$ cat src/design/deca_pkg.sv
// Package for the DMA event cause and mask block.
// Assumes an AXI4-Lite master with 32-bit data and byte addresses.
package deca_pkg;

   // -----------------------------------------------------------------
   // Register offsets (byte addresses)
   // -----------------------------------------------------------------
   localparam int unsigned DECA_ADDR_W = 8;
   localparam logic [7:0] DECA_OFF_GLOBAL = 8'h18;
   localparam logic [7:0] DECA_OFF_CONFIG = 8'h38;
   localparam logic [7:0] DECA_OFF_CAUSE  = 8'h50;
   localparam logic [7:0] DECA_OFF_ENABLE = 8'h54;

   // -----------------------------------------------------------------
   // Field positions
   // -----------------------------------------------------------------
   localparam int unsigned DECA_STOP_BIT   = 12;
   localparam int unsigned DECA_INTEND_BIT = 10;
   localparam int unsigned DECA_DONE_BIT   = 8;
   localparam int unsigned DECA_CNTDIS_BIT = 7;
   localparam int unsigned DECA_GLOB_BIT   = 6;

   // -----------------------------------------------------------------
   // Reset values and masks
   // -----------------------------------------------------------------
   localparam logic [15:0] DECA_CAUSE_RST  = 16'h0000;
   localparam logic [15:0] DECA_ENABLE_RST = 16'h0000;
   localparam logic [15:0] DECA_EVT_MASK   = 16'h1500;
   localparam logic        DECA_CNTDIS_RST = 1'b0;

   // -----------------------------------------------------------------
   // Bus answers
   // -----------------------------------------------------------------
   localparam logic [1:0] DECA_RESP_OKAY   = 2'h0;
   localparam logic [1:0] DECA_RESP_SLVERR = 2'h2;

   // Completion report from the DMA engine, valid with done
   typedef struct packed {
      logic done;       // One-cycle pulse: a DMA command finished
      logic stop;       // The command was the stop command
      logic short_pkt;  // A short packet was moved
      logic dir_out;    // Transfer direction is OUT
      logic cnt_zero;   // Transfer counter reached zero
   } deca_evt_t;

endpackage : deca_pkg

$ cat src/design/deca_dma_events.sv
// DMA event cause flags, enables and interrupt summary, AXI4-Lite slave.
// Assumes the DMA engine reports each finished command as one pulse.
// How it works
// - Cause flags are set only when a DMA command finishes.
// - Writing one clears that cause flag; writing zero keeps it.
// - Bit 12 sets when the stop command ends a transfer.
// - Bit 10 sets when an internal end of transfer is seen.
// - Bit 8 sets when the transfer counter reaches zero.
// - Short packet before count zero: internal end 1, done 0.
// - Short packet and count zero: both flags set.
// - Count zero without short packet: only done flag set.
// - Done flag sets only while the transfer counter is enabled.
// - Internal end sets only for OUT short completions.
// - Internal end sets whenever an OUT short packet is moved.
// - A flag raises the interrupt only with its enable bit set.
// - Enable bits sit at 12, 10 and 8 like the causes.
// - Enables reset to zero on hardware and USB bus reset.
// - Each source has its own enable bit.
// - Interrupt output is high while the global register is nonzero.
// - Counter disable bit set to one turns the counter off.
//
// Chosen here: the AXI4-Lite register port.
`timescale 1ns/1ps
`default_nettype none
module deca_dma_events
   import deca_pkg::*;
(
   // Clock and reset
   input  wire logic                   clk,
   input  wire logic                   rst,
   // AXI4-Lite write address
   input  wire logic [DECA_ADDR_W-1:0] s_axi_awaddr,
   input  wire logic                   s_axi_awvalid,
   output var  logic                   s_axi_awready,
   // AXI4-Lite write data
   input  wire logic [31:0]            s_axi_wdata,
   input  wire logic [3:0]             s_axi_wstrb,
   input  wire logic                   s_axi_wvalid,
   output var  logic                   s_axi_wready,
   // AXI4-Lite write response
   output var  logic [1:0]             s_axi_bresp,
   output var  logic                   s_axi_bvalid,
   input  wire logic                   s_axi_bready,
   // AXI4-Lite read address
   input  wire logic [DECA_ADDR_W-1:0] s_axi_araddr,
   input  wire logic                   s_axi_arvalid,
   output var  logic                   s_axi_arready,
   // AXI4-Lite read data
   output var  logic [31:0]            s_axi_rdata,
   output var  logic [1:0]             s_axi_rresp,
   output var  logic                   s_axi_rvalid,
   input  wire logic                   s_axi_rready,
   // DMA engine side
   input  wire deca_evt_t              dma_evt,
   input  wire logic                   usb_bus_reset,
   output var  logic                   counter_disable,
   // Interrupts
   output var  logic                   dma_irq,
   output var  logic                   int_out
);

   // -----------------------------------------------------------------
   // Declarations
   // -----------------------------------------------------------------
   logic                   awready_q;
   logic                   wready_q;
   logic                   bvalid_q;
   logic [1:0]             bresp_q;
   logic                   arready_q;
   logic                   rvalid_q;
   logic [1:0]             rresp_q;
   logic [31:0]            rdata_q;
   logic [DECA_ADDR_W-1:0] aw_addr_q;
   logic [15:0]            wdata_q;
   logic [1:0]             wstrb_q;
   logic [15:0]            enable_q;
   logic [15:0]            enable_d;
   logic                   cntdis_q;
   logic                   cntdis_d;
   logic                   dma_irq_q;
   logic                   int_q;
   logic                   stop_q;
   logic                   intend_q;
   logic                   done_q;
   logic                   glob_q;

   // -----------------------------------------------------------------
   // Bus handshakes
   // -----------------------------------------------------------------
   logic aw_hs;
   logic w_hs;
   logic b_hs;
   logic ar_hs;
   logic r_hs;
   logic wr_go;

   // A write runs once both halves are held and no answer is pending
   assign aw_hs = s_axi_awvalid & awready_q;
   assign w_hs  = s_axi_wvalid & wready_q;
   assign b_hs  = bvalid_q & s_axi_bready;
   assign ar_hs = s_axi_arvalid & arready_q;
   assign r_hs  = rvalid_q & s_axi_rready;
   assign wr_go = ~awready_q & ~wready_q & ~bvalid_q;

   // -----------------------------------------------------------------
   // Write address decode
   // -----------------------------------------------------------------
   logic wr_cause;
   logic wr_enable;
   logic wr_config;
   logic wr_global;
   logic wr_hit;
   logic lane_lo;
   logic lane_hi;

   assign wr_cause  = wr_go & (aw_addr_q == DECA_OFF_CAUSE);
   assign wr_enable = wr_go & (aw_addr_q == DECA_OFF_ENABLE);
   assign wr_config = wr_go & (aw_addr_q == DECA_OFF_CONFIG);
   assign wr_global = wr_go & (aw_addr_q == DECA_OFF_GLOBAL);
   assign wr_hit    = wr_cause | wr_enable | wr_config | wr_global;
   assign lane_lo   = wstrb_q[0];
   assign lane_hi   = wstrb_q[1];

   // Bytes of the write that reach the register, per strobe
   logic [15:0] wr_lanes;
   assign wr_lanes = {{8{lane_hi}}, {8{lane_lo}}};

   // -----------------------------------------------------------------
   // Cause flag set and clear terms
   // -----------------------------------------------------------------
   logic set_stop;
   logic set_intend;
   logic set_done;
   logic [15:0] cause_clr;

   // Flags are refreshed only on a finished command
   assign set_stop   = dma_evt.done & dma_evt.stop;
   // Only an OUT short packet marks an internal end
   assign set_intend = dma_evt.done & dma_evt.short_pkt
                     & dma_evt.dir_out;
   // A disabled counter never reports done
   assign set_done   = dma_evt.done & dma_evt.cnt_zero
                     & ~cntdis_q;
   // Write one clears, write zero keeps; reserved bits ignored
   assign cause_clr  = wr_cause ? (wdata_q & wr_lanes & DECA_EVT_MASK)
                                : 16'h0000;

   // -----------------------------------------------------------------
   // Cause flags
   // -----------------------------------------------------------------
   // Command stop flag
   deca_flag_cell u_stop (
      .clk     (clk),
      .rst     (rst),
      .bus_rst (usb_bus_reset),
      .set     (set_stop),
      .clr     (cause_clr[DECA_STOP_BIT]),
      .q       (stop_q)
   );

   // Internal end flag; set independently of done, so both may show
   deca_flag_cell u_intend (
      .clk     (clk),
      .rst     (rst),
      .bus_rst (usb_bus_reset),
      .set     (set_intend),
      .clr     (cause_clr[DECA_INTEND_BIT]),
      .q       (intend_q)
   );

   // Transfer done flag
   deca_flag_cell u_done (
      .clk     (clk),
      .rst     (rst),
      .bus_rst (usb_bus_reset),
      .set     (set_done),
      .clr     (cause_clr[DECA_DONE_BIT]),
      .q       (done_q)
   );

   // Reserved positions are constant zero
   logic [15:0] cause_vec;
   assign cause_vec = (16'(stop_q)   << DECA_STOP_BIT)
                    | (16'(intend_q) << DECA_INTEND_BIT)
                    | (16'(done_q)   << DECA_DONE_BIT);

   // -----------------------------------------------------------------
   // Enables and summary
   // -----------------------------------------------------------------
   logic [15:0] masked;
   logic        masked_any;

   // Per-source gating, enable bits share the cause positions
   assign masked     = cause_vec & enable_q;
   assign masked_any = |masked;
   assign enable_d   = wr_enable
                     ? ((enable_q & ~wr_lanes)
                        | (wdata_q & wr_lanes & DECA_EVT_MASK))
                     : enable_q;
   assign cntdis_d   = (wr_config & lane_lo)
                     ? wdata_q[DECA_CNTDIS_BIT] : cntdis_q;

   // Summary bit of the global register, cleared by writing one
   deca_flag_cell u_glob (
      .clk     (clk),
      .rst     (rst),
      .bus_rst (usb_bus_reset),
      .set     (masked_any),
      .clr     (wr_global & lane_lo & wdata_q[DECA_GLOB_BIT]),
      .q       (glob_q)
   );

   // Enables clear on both resets, counter disable likewise
   always_ff @(posedge clk) begin
      if (rst || usb_bus_reset) begin
         enable_q <= DECA_ENABLE_RST;
         cntdis_q <= DECA_CNTDIS_RST;
      end else begin
         enable_q <= enable_d;
         cntdis_q <= cntdis_d;
      end
   end

   // Registered interrupt outputs; summary holds while an enabled cause stays set
   always_ff @(posedge clk) begin
      if (rst) begin
         dma_irq_q <= 1'b0;
         int_q     <= 1'b0;
      end else begin
         dma_irq_q <= masked_any;
         int_q     <= glob_q;
      end
   end

   // -----------------------------------------------------------------
   // Write channel
   // -----------------------------------------------------------------
   // Address and data are taken in either order and held until answer
   always_ff @(posedge clk) begin
      if (rst) begin
         awready_q <= 1'b1;
         wready_q  <= 1'b1;
         bvalid_q  <= 1'b0;
         bresp_q   <= DECA_RESP_OKAY;
      end else begin
         if (aw_hs) begin
            awready_q <= 1'b0;
         end else if (b_hs) begin
            awready_q <= 1'b1;
         end
         if (w_hs) begin
            wready_q <= 1'b0;
         end else if (b_hs) begin
            wready_q <= 1'b1;
         end
         if (wr_go) begin
            bvalid_q <= 1'b1;
            bresp_q  <= wr_hit ? DECA_RESP_OKAY : DECA_RESP_SLVERR;
         end else if (b_hs) begin
            bvalid_q <= 1'b0;
         end
      end
   end

   // Payload capture; only the low half carries register bits
   always_ff @(posedge clk) begin
      if (rst) begin
         aw_addr_q <= '0;
         wdata_q   <= 16'h0000;
         wstrb_q   <= 2'h0;
      end else begin
         if (aw_hs) begin
            aw_addr_q <= s_axi_awaddr;
         end
         if (w_hs) begin
            wdata_q <= s_axi_wdata[15:0];
            wstrb_q <= s_axi_wstrb[1:0];
         end
      end
   end

   // -----------------------------------------------------------------
   // Read channel
   // -----------------------------------------------------------------
   logic        rd_hit;
   logic [31:0] rd_word;

   assign rd_hit  = (s_axi_araddr == DECA_OFF_CAUSE)
                  | (s_axi_araddr == DECA_OFF_ENABLE)
                  | (s_axi_araddr == DECA_OFF_CONFIG)
                  | (s_axi_araddr == DECA_OFF_GLOBAL);
   assign rd_word =
        (s_axi_araddr == DECA_OFF_CAUSE)  ? {16'h0000, cause_vec}
      : (s_axi_araddr == DECA_OFF_ENABLE) ? {16'h0000, enable_q}
      : (s_axi_araddr == DECA_OFF_CONFIG)
        ? (32'(cntdis_q) << DECA_CNTDIS_BIT)
      : (s_axi_araddr == DECA_OFF_GLOBAL)
        ? (32'(glob_q) << DECA_GLOB_BIT)
      : 32'h0000_0000;

   // Read answers one cycle after the address is taken
   always_ff @(posedge clk) begin
      if (rst) begin
         arready_q <= 1'b1;
         rvalid_q  <= 1'b0;
         rresp_q   <= DECA_RESP_OKAY;
         rdata_q   <= 32'h0000_0000;
      end else begin
         if (ar_hs) begin
            arready_q <= 1'b0;
            rvalid_q  <= 1'b1;
            rdata_q   <= rd_word;
            rresp_q   <= rd_hit ? DECA_RESP_OKAY : DECA_RESP_SLVERR;
         end else if (r_hs) begin
            arready_q <= 1'b1;
            rvalid_q  <= 1'b0;
         end
      end
   end

   // -----------------------------------------------------------------
   // Outputs
   // -----------------------------------------------------------------
   assign s_axi_awready   = awready_q;
   assign s_axi_wready    = wready_q;
   assign s_axi_bvalid    = bvalid_q;
   assign s_axi_bresp     = bresp_q;
   assign s_axi_arready   = arready_q;
   assign s_axi_rvalid    = rvalid_q;
   assign s_axi_rresp     = rresp_q;
   assign s_axi_rdata     = rdata_q;
   assign counter_disable = cntdis_q;
   assign dma_irq         = dma_irq_q;
   assign int_out         = int_q;

   // -----------------------------------------------------------------
   // Checks
   // -----------------------------------------------------------------
   // Stop command raises its flag on the next edge
   property p_stop_set;
      @(posedge clk) disable iff (rst)
      (dma_evt.done && dma_evt.stop && !usb_bus_reset) |=> stop_q;
   endproperty
   a_stop_set: assert property (p_stop_set)
      else $error("stop flag not set after stop command");

   // Counter at zero with counter enabled raises done
   property p_done_set;
      @(posedge clk) disable iff (rst)
      (dma_evt.done && dma_evt.cnt_zero && !cntdis_q && !usb_bus_reset)
      |=> done_q;
   endproperty
   a_done_set: assert property (p_done_set)
      else $error("done flag not set at count zero");

   // Done never rises while the counter is disabled
   property p_done_gated;
      @(posedge clk) disable iff (rst)
      $rose(done_q) |-> $past(set_done) && !$past(cntdis_q);
   endproperty
   a_done_gated: assert property (p_done_gated)
      else $error("done flag rose with counter disabled");

   // Internal end rises only from an OUT short packet
   property p_intend_out;
      @(posedge clk) disable iff (rst)
      $rose(intend_q) |->
         $past(dma_evt.done && dma_evt.short_pkt && dma_evt.dir_out);
   endproperty
   a_intend_out: assert property (p_intend_out)
      else $error("internal end rose without OUT short packet");

   // Writing one clears a flag when no new event arrives
   property p_w1c;
      @(posedge clk) disable iff (rst)
      (wr_cause && lane_hi && wdata_q[DECA_STOP_BIT] && !set_stop)
      |=> !stop_q;
   endproperty
   a_w1c: assert property (p_w1c)
      else $error("stop flag not cleared by write one");

   // Writing zero keeps a set flag
   property p_w0_keep;
      @(posedge clk) disable iff (rst)
      (wr_cause && !wdata_q[DECA_DONE_BIT] && done_q && !usb_bus_reset)
      |=> done_q;
   endproperty
   a_w0_keep: assert property (p_w0_keep)
      else $error("done flag lost on write zero");

   // Request follows enabled causes one edge later, both ways
   property p_irq_level;
      @(posedge clk) disable iff (rst)
      ##1 (dma_irq_q == $past(masked_any));
   endproperty
   a_irq_level: assert property (p_irq_level)
      else $error("dma request does not track cause and enable");

   // No cause raises the request while every enable is clear
   property p_irq_masked;
      @(posedge clk) disable iff (rst)
      (enable_q == 16'h0000) |=> !dma_irq_q;
   endproperty
   a_irq_masked: assert property (p_irq_masked)
      else $error("dma request with all enables clear");

   // Bus reset empties enables and causes
   property p_bus_reset;
      @(posedge clk) disable iff (rst)
      usb_bus_reset |=> (enable_q == 16'h0000) && (cause_vec == 16'h0000);
   endproperty
   a_bus_reset: assert property (p_bus_reset)
      else $error("bus reset left enable or cause set");

   // Interrupt pin follows the global summary bit
   property p_int_pin;
      @(posedge clk) disable iff (rst)
      glob_q |=> int_q ##1 (int_q == $past(glob_q));
   endproperty
   a_int_pin: assert property (p_int_pin)
      else $error("interrupt pin does not follow summary bit");

endmodule : deca_dma_events
`default_nettype wire

$ cat src/design/deca_flag_cell.sv
// One sticky event flag with write-one-to-clear.
// Assumes set and clear are synchronous one-cycle terms.
`timescale 1ns/1ps
`default_nettype none
module deca_flag_cell
   import deca_pkg::*;
(
   // Clock and resets
   input  wire logic clk,
   input  wire logic rst,
   input  wire logic bus_rst,
   // Control
   input  wire logic set,
   input  wire logic clr,
   // State
   output var  logic q
);

   // -----------------------------------------------------------------
   // Flag
   // -----------------------------------------------------------------
   logic q_d;

   // Set beats clear so an event in the clearing cycle survives
   assign q_d = set | (q & ~clr);

   // Either reset empties the flag
   always_ff @(posedge clk) begin
      if (rst || bus_rst) begin
         q <= 1'b0;
      end else begin
         q <= q_d;
      end
   end

endmodule : deca_flag_cell
`default_nettype wire

$ cat config.mk
export PLATFORM = sky130hd
export DESIGN_NAME = deca_dma_events
export DESIGN_NICKNAME = d
export VERILOG_FILES = /design/src/design/deca_pkg.sv /design/src/design/deca_dma_events.sv /design/src/design/deca_flag_cell.sv
export SDC_FILE = /design/constraint.sdc
export NUM_CORES = 1
export LEC_CHECK = 0
export ABC_AREA = 1
export ABC_CLOCK_PERIOD_IN_PS = 1300
export BUFFER_PORTS_ARGS = -buffer_cell sky130_fd_sc_hd__buf_2
export CAP_MARGIN = 25
export CORE_UTILIZATION = 48
export DETAILED_ROUTE_END_ITERATION = 10
export GPL_TIMING_DRIVEN = 1
export PLACE_DENSITY = 0.9
export SETUP_SLACK_MARGIN = 0.1
export SYNTH_ARGS = -nofsm -noshare
export SYNTH_HDL_FRONTEND = slang
export SYNTH_HIERARCHICAL = 1
export SYNTH_SLANG_ARGS = --single-unit
$ cat constraint.sdc
create_clock -name clk -period 1.3 [get_ports clk]
set_input_delay 0.195 -clock clk [delete_from_list [all_inputs] [get_ports clk]]
set_output_delay 0.195 -clock clk [all_outputs]
set_load 0.005 [all_outputs]
==> flow_summary.toml, run 1 <==
[sta]
finalClockSkew_ns = 0.00659
period_share_pct = 96.6
final-setup-viol-count = 0
setup_tns_ns = 0
fmax_mhz = 797
rsz0062_at_grt = "yes"
max_slew.worst_pin.slew_ns = 0.549
layout_min_cycle_time_ns = 1.26
relSlewSlack_pct = 63.4
hold_viol = 0
final_max_slew_viol_count = 0

[synthesis]
ys_seq_area_share_pct = 45.4
netlist_instances = 377
synth_top_cell_area_share_pct = 45.4
synth_compound_area_share_pct = 11.9
netlist_area_um2 = 2690
yosys-top-cells-area = "dfxtp_1 45%, nand2_1 12%, nor2_1 7.7%, inv_1 7.1%, buf_4 5.0%"
synth_top_cell_by_area = "dfxtp_1"
ys_warn_count = 6
ys_types = 23
synthMuxAreaShare_pct = 0
synth_top_family_by_area = "simple AND/OR/NAND/NOR gates"
synth-simple-area-share_pct = 28.5
avgSynthCellArea_um2 = 7.13
ys_seq_elements = 61
synth-xor-area-share_pct = 0
yosys.area_share.adder_pct = 0

[route]
dr.first_iter.drc_count = 145
ant_nets = 0
wl_um = 5980
first_pass_iters = 4
num_vias = 2478
routed_via_density = 4.70
drc = 0
avgRoutedWirePerCell_um = 11.3

[global_routing]
grt_overflow = 0
grt_first_pass_wirelength_um = 9730
antenna_found_initial = 0
grt_max_degree = 20
grt_pass1_vias = 2300
track_usage_pct = 20.9

[cts]
cts.clk_slew.worst_paths_ns = 0.07
tritoncts = "built"
cts_buffers = 9
clockBufferDepth = 2
clk_latency_ns = 0.35
hold_buffers = 0
cts_root_buffer = "clkbuf_8"
htree_levels = 3
cts_sinks = 61

[status]
status = "finished clean"

[critical_path]
r2r_cells = 8
slowest_stage = "dfxtp_2"
cp_top_family = "buffers and inverters"
crit_path_max_incr_delay_ns = 0.33
cp_cell_sequence = "buf_4 > buf_4 > buf_2"
path_max_fanout = 3
path_class = "reg -> out"
crit_arrival_ns = 1.06
crit_path_start_kind = "flip-flop"
cp-end-kind = "output pin"
crit_cells = 3
path_buf_inv = 3
path_common_cell = "buf_4"
critPathRequiredTime_ns = 1.11

[finish]
instances_no_fill = 527
seq_area_um2 = 1230
final_nets = 517
n_fill_cell = 448
layout_common_cells = "82 x nand2_1, 61 x buf_2, 56 x dfxtp_1"
antenna_cells = 0
syn2layout_area_growth_pct = 24.6
drive_gt1_share_pct = 31.5
final_common_cell = "nand2_1"
multi_input_area_um2 = 1210

[place]
place_inst = 508
post-dp-hpwl_um = 4080
gp_congestion = 0.829
io_buffer_count = 61

[power_and_ir_drop]
p_leak_nw = 1.57
ir_worst_vdd_mv = 0.949
cellPowerDensity_nw_per_um2 = 1270

[hold_path]
hold_path_depth = 3
min_path_type = "in -> reg"

[floorplanning]
start_util_pct = 51.3
io-pin-count = 109
die_h_um = 76.8
dieArea_um2 = 5910
die_w_um = 76.8
core_area_um2 = 5240
row_count = 26

[run]
max-cap-violations = 0
## metal layers
layer  up-vias  track usage [%]  wire [um]
met5         -                0          0
met4         0             11.0        132
met3        11             4.40        279
met2        79             37.6       3010
met1      1114             22.8       2550
li1       1274                -          -
## per-stage QoR
step           utilization [%]  instance area [um2]  worst slack (ns)  power, W  hold slack [ns]
2_1_floorplan                -                 2750             0.173   0.00227            0.343
3_3_place_gp              58.0                 3040            0.0324   0.00236            0.431
3_5_place_dp              58.0                 3040           -0.0309   0.00238            0.435
4_1_cts                   62.6                 3280            0.0486   0.00424            0.102
5_1_grt                   64.0                 3350           0.00207   0.00439            0.128
6_report                  64.0                 3350            0.0447   0.00425            0.106
## path summary, 6_finish.rpt
path | from | end | slack, ns
setup / recovery | s_axi_bvalid | s_axi_bvalid | 0.04
hold / removal | s_axi_awaddr[4] | aw_addr_q[4] | 0.11
setup reg to reg | aw_addr_q[0] | u_glob/q | 0.10
hold reg to reg | enable_q[6] | enable_q[6] | 0.45
## synthesized netlist by cell type (all sizes together)
library cell and instances:
nand2 98, dfxtp 61, nor2 61, inv 53
a21oi 32, buf 22, o21ai 20, nand3 13
nand4 5, clkbuf 4, nor3 4, and3 1
clkinv 1, conb 1, o21bai 1
## worst register-to-register path: stages, from the launching register on
cell     delay, ns
dfxtp_1       0.31
nor2_1        0.13
nand3_1       0.13
inv_2         0.09
nand3_1       0.11
nor2_1        0.16
inv_1         0.05
nand2_1       0.06
a21oi_2       0.05
## timing repair
action | CTS | global route
resized for setup | 2 | 25
hold endpoints to repair | 0 | 0
setup buffers | 1 | 1
cloned | 0 | 1
pin swaps | 2 | 10
endpoints found under the setup margin | 15 | 40
## kinds of logic (layout without fill, tap and decap cells)
kind of cell / count (synthesis) / count (layout)
AND/OR/NAND/NOR: 182 / 182
buffers and inverters: 80 / 143
flip-flops: 61 / 61
AO/OA/AOI/OAI: 53 / 53
other: 1 / 18
## registers in the layout, indices dropped and copies added (netlist names), 2 cells and up, named ones only
name / flops
aw_addr_q: 8
enable_q: 13
s_axi_rdata: 16
wdata_q: 5
wstrb_q: 2
## report_power, final
group	total [W]	internal, W	switching (W)	leakage, nW
clock	0.00188	0.00108	0.000797	0.102
combinational	0.000386	0.000147	0.000239	0.971
sequential	0.00199	0.00194	0.0000491	0.498
## layout make-up
cell class                 instances  area share, %
clock buffer                       9           3.70
clock inverter                     7           2.99
inverter                          54           6.05
multi-input combinational        253           36.1
sequential                        61           36.6
tap                               70           2.61
timing repair buffer              73           11.9
Power figures use the tool's default switching activity.
==> run 2, diff against run 1 <==
- ABC_CLOCK_PERIOD_IN_PS: 1300 -> 1200
- clock period: 1.3 -> 1.2 ns (I/O delays scaled with it)
==> run 2 against run 1 <==
The flow now finishes with violations (negative setup slack). Total power up 11%. Clock skew grew 0.0015 ns. First-iteration DRC count decreased by 8.3%. Non-clock buffer count up 10. Count of clock-buffer cells in the layout increased by 3. Critical endpoint is now enable_q[15]. Sequential power rose by 9%. Hold slack got worse by 0.0040 ns. Critical path type is now reg -> reg.
==> flow_summary.toml, run 2 (synthesis gave the netlist of run 1 again) <==
[finish]
final_nets = 527
antenna_cells = 0
layout_common_cells = "79 x nand2_1, 59 x buf_2, 49 x dfxtp_1"
n_fill_cell = 415
final_common_cell = "nand2_1"
stdcell_area_um2 = 3530
drive_gt1_share_pct = 36.6
largest_reg_flops = 16
fin_util_pct = 67.5
syn2layout_area_growth_pct = 31.4
instances_no_fill = 537

[cts]
clockBufferDepth = 2
cts.clk_slew.worst_paths_ns = 0.07
hold_buffers = 0
cts_buffers = 9
htree_levels = 3
clk_latency_ns = 0.35
cts_sinks = 61
cts_root_buffer = "clkbuf_8"
tritoncts = "built"

[sta]
relSlewSlack_pct = 65.5
max_slew.worst_pin.slew_ns = 0.517
rsz0062_at_grt = "yes"
period_share_pct = 101
finalClockSkew_ns = 0.00808
final_max_slew_viol_count = 0
final-setup-viol-count = 4
hold_viol = 0
layout_min_cycle_time_ns = 1.21
fmax_mhz = 829
whs_ns = 0.102
layout_setup_ws_ns = -0.00659

[power_and_ir_drop]
p_leak_nw = 1.66
power_switching_w = 0.00114
ir_worst_vdd_mv = 0.872
cellPowerDensity_nw_per_um2 = 1340
seq_power_share_pct = 45.7
switching_share_pct = 24.2
pwr-share-comb_pct = 10.6
p_clk_share_pct = 43.6
power_w = 0.00472
p_int_w = 0.00358

[critical_path]
r2r_start = "s_axi_wready"
path_common_cell = "nor2_2"
slowest_stage = "dfxtp_2"
cp-end-kind = "flip-flop"
ff2ff_setup_slack_ns = -0.007
path_class = "reg -> reg"
crit_path_start_kind = "flip-flop"
critPathRequiredTime_ns = 1.44
path_max_fanout = 6
crit_path_max_incr_delay_ns = 0.33
cp_cell_sequence = "nor2_2 > nand2_2 > inv_4 > nand3_2 > nor2_2 > buf_4 > nor2_1"
crit_arrival_ns = 1.45
critPathLaunch = "s_axi_wready"

[global_routing]
grt_overflow = 0
grt_max_degree = 21
grt_pass1_vias = 2459
track_usage_pct = 21.4
antenna_found_initial = 0
grt_first_pass_wirelength_um = 10100

[route]
routed_via_density = 4.74
dr.first_iter.drc_count = 133
first_pass_iters = 4
num_vias = 2543
wl_um = 6390
drc = 0
ant_nets = 0
avgRoutedWirePerCell_um = 11.9

[place]
post-dp-hpwl_um = 4130
place_inst = 514
io_buffer_count = 61
gp_congestion = 0.786
place_area_um2 = 3080

[floorplanning]
dieArea_um2 = 5910
io-pin-count = 109
start_util_pct = 51.3
core_area_um2 = 5240
row_count = 26
die_w_um = 76.8
die_h_um = 76.8

[hold_path]
holdCritStartpoint = "s_axi_awaddr[6]"
min_path_type = "in -> reg"

[status]
violations = "negative setup slack"
status = "finished with violations"

[run]
max-cap-violations = 0
## run 2: cell count changes in the layout (fill, tap and decap cells not counted), moves of 3 or more
| cell | previous run | this run |
|---|---|---|
| buf_4 | 11 | 15 |
| buf_6 | 1 | 9 |
| clkinvlp_4 | 3 | 0 |
| nand2_1 | 82 | 79 |
| nor2_1 | 51 | 48 |
| nand2_4 | 0 | 3 |
| dfxtp_1 | 56 | 49 |
| dfxtp_2 | 5 | 11 |
## run 2: worst paths after layout
check | depth (start not counted) | endpoint
max | 7 | enable_q[15]
min | 3 | aw_addr_q[6]
max reg2reg | 7 | enable_q[15]
min reg2reg | 2 | enable_q[6]
## run 2: final cells by class
cell class                 count  area (um2)  share of cell area [%]
clock buffer                  12         155                    4.39
timing repair buffer          83         509                    14.4
clock inverter                 4        70.1                    1.98
tap                           70        87.6                    2.48
sequential                    61        1240                    35.1
inverter                      54         208                    5.88
multi-input combinational    253        1260                    35.8
## run 2: power groups by stage
stage	clock network (W)	registers, W	logic, W
6_report	0.00206	0.00216	0.000501
2_1_floorplan	0	0.00218	0.000276
3_5_place_dp	0	0.00218	0.000410
5_1_grt	0.00216	0.00217	0.000556
3_3_place_gp	0	0.00218	0.000396
4_1_cts	0.00206	0.00214	0.000437
## run 2: routing by layer
metal | share of wire (%) | track usage (%) | vias up
li1 | - | - | 1297
met1 | 42 | 24.0 | 1148
met2 | 51 | 36.8 | 85
met3 | 4.8 | 4.40 | 13
met4 | 2.3 | 13.8 | 0
met5 | 0 | 0 | -
## run 2: repair_timing
item / in CTS / in global routing
pin swaps: 9 / 21
resized for setup: 25 / 37
endpoints found under the setup margin: 43 / 43
buffers inserted: 2 / 5
cloned: 1 / 0
## run 2: worst max-delay path: cells and delay by family (launching register included)
family	cells	cell delay, ns
simple gates	5	0.53
buf+inv	2	0.24
flops	1	0.33
## run 2: metrics by stage
| step | setup WS, ns | setup TNS [ns] |
|---|---|---|
| global route | -0.104 | -1.45 |
| global placement | -0.0292 | -0.136 |
| CTS | 0.0187 | 0 |
| finish | -0.00659 | -0.0159 |
| detailed placement | -0.0557 | -0.522 |
| floorplan | 0.0726 | 0 |
==> run 3, diff against run 2 <==
- CORE_UTILIZATION: 48 -> 30
- PLACE_DENSITY: 0.9 -> 0.64
==> run 3 against run 2 <==
The run ends with design-rule violations left. Wire length shrank 6.0%. Total power shrank 8.9%. Global-route usage shrank 8.1 points. Sequential share of layout area shrank 0.32 points. Worst setup slack gained 0.022 ns. Non-clock buffer count grew 3. Core utilization shrank 27 points.
==> flow_summary.toml, run 3 (synthesis gave the netlist of run 1 again) <==
[global_routing]
antenna_found_initial = 0
track_usage_pct = 13.4
grt_max_degree = 23
grt_first_pass_wirelength_um = 10100
grt_pass1_vias = 2259
grt_overflow = 0

[finish]
final_nets = 530
final_common_cell = "nand2_1"
largest_reg_flops = 16
layout_common_cells = "81 x nand2_1, 59 x buf_2, 52 x dfxtp_1"
antenna_cells = 0
drive_gt1_share_pct = 34.5
n_fill_cell = 911
fin_util_pct = 41.0
syn2layout_area_growth_pct = 32.2

[place]
io_buffer_count = 61
gp_congestion = 0.771
post-dp-hpwl_um = 4310

[route]
wl_um = 6000
ant_nets = 0
routed_via_density = 4.26
dr.first_iter.drc_count = 49
avgRoutedWirePerCell_um = 10.4
num_vias = 2456
first_pass_iters = 7
drc = 1

[sta]
finalClockSkew_ns = 0.00627
final_max_slew_viol_count = 0
final-setup-viol-count = 0
setup_tns_ns = 0
rsz0062_at_grt = "yes"
hold_viol = 0
layout_min_cycle_time_ns = 1.18
period_share_pct = 98.7
fmax_mhz = 844

[power_and_ir_drop]
ir_worst_vdd_mv = 0.715
cellPowerDensity_nw_per_um2 = 1210
p_leak_nw = 1.66

[status]
status = "finished with violations"
violations = "design-rule violations"

[cts]
tritoncts = "built"
cts_buffers = 9
clk_latency_ns = 0.33
htree_levels = 3
cts_root_buffer = "clkbuf_8"
clockBufferDepth = 2
cts.clk_slew.worst_paths_ns = 0.06
cts_sinks = 61
hold_buffers = 0

[floorplanning]
io-pin-count = 109
die_h_um = 96.7
row_count = 34
die_w_um = 96.7
dieArea_um2 = 9350
start_util_pct = 31.0
core_area_um2 = 8680

[critical_path]
crit_arrival_ns = 1.41
cp-end-kind = "flip-flop"
critPathRequiredTime_ns = 1.42
path_max_fanout = 5
crit_path_start_kind = "flip-flop"
path_class = "reg -> reg"

[run]
max-cap-violations = 0

[hold_path]
min_path_type = "in -> reg"
## run 3: power by group
| part | internal (W) | leakage (nW) | switching [W] |
|---|---|---|---|
| Combinational | 0.000229 | 1.07 | 0.000288 |
| Sequential | 0.00210 | 0.499 | 0.0000473 |
| Clock | 0.000906 | 0.0926 | 0.000732 |
| Total | 0.00324 | 1.66 | 0.00107 |
## run 3: path summary, 6_finish.rpt
check	startpoint	end	slack, ns	depth (start not counted)
hold / removal	s_axi_rready	s_axi_rvalid	0.11	4
setup / recovery	aw_addr_q[0]	flip-flop	0.02	6
hold reg to reg	enable_q[15]	enable_q[15]	0.44	2
setup reg to reg	aw_addr_q[0]	flip-flop	0.02	6
## run 3: final cells by class
| class | count | area, um2 | share of cell area, % |
|---|---|---|---|
| Clock buffer | 14 | 173 | 4.86 |
| Clock inverter | 1 | 5.00 | 0.141 |
| Inverter | 54 | 205 | 5.77 |
| Multi-Input combinational cell | 253 | 1240 | 35.0 |
| Sequential cell | 61 | 1230 | 34.7 |
| Tap cell | 108 | 135 | 3.80 |
| Timing Repair Buffer | 86 | 559 | 15.7 |
## run 3: what timing repair did
item | CTS | global route
pin swaps | 8 | 9
buffers inserted | 5 | 2
resized for setup | 33 | 21
gates cloned | 1 | 0
setup endpoints to repair | 48 | 35
## run 3: metal layers
metal	vias to the layer above	wire length, um	share of wire, %	global-route usage [%]
met5	-	0	0	0
met1	1082	2840	47	16.4
met3	10	257	4.3	3.25
met4	0	108	1.8	5.51
met2	60	2800	47	22.4
li1	1304	-	-	-
## run 3: stage by stage
step / setup slack, ns / instance area, um2 / power, W / hold slack (ns) / instances
after CTS: 0.0218 / 3470 / 0.00430 / 0.0975 / 576
final: 0.0157 / 3550 / 0.00430 / 0.106 / 577
after floorplan: 0.0726 / 2750 / 0.00246 / 0.328 / 394
after detailed placement: -0.135 / 3170 / 0.00261 / 0.435 / 555
after global routing: -0.121 / 3550 / 0.00453 / 0.116 / 577
after global placement: -0.0639 / 3170 / 0.00260 / 0.427 / 555
## run 3: worst max-delay path: stages (launching register included)
cell and delay [ns]:
dfxtp_1 0.33, inv_1 0.08, nand2_1 0.06, nor2_2 0.13, nand4_1 0.22, o21ai_1 0.19
nor2_1 0.07
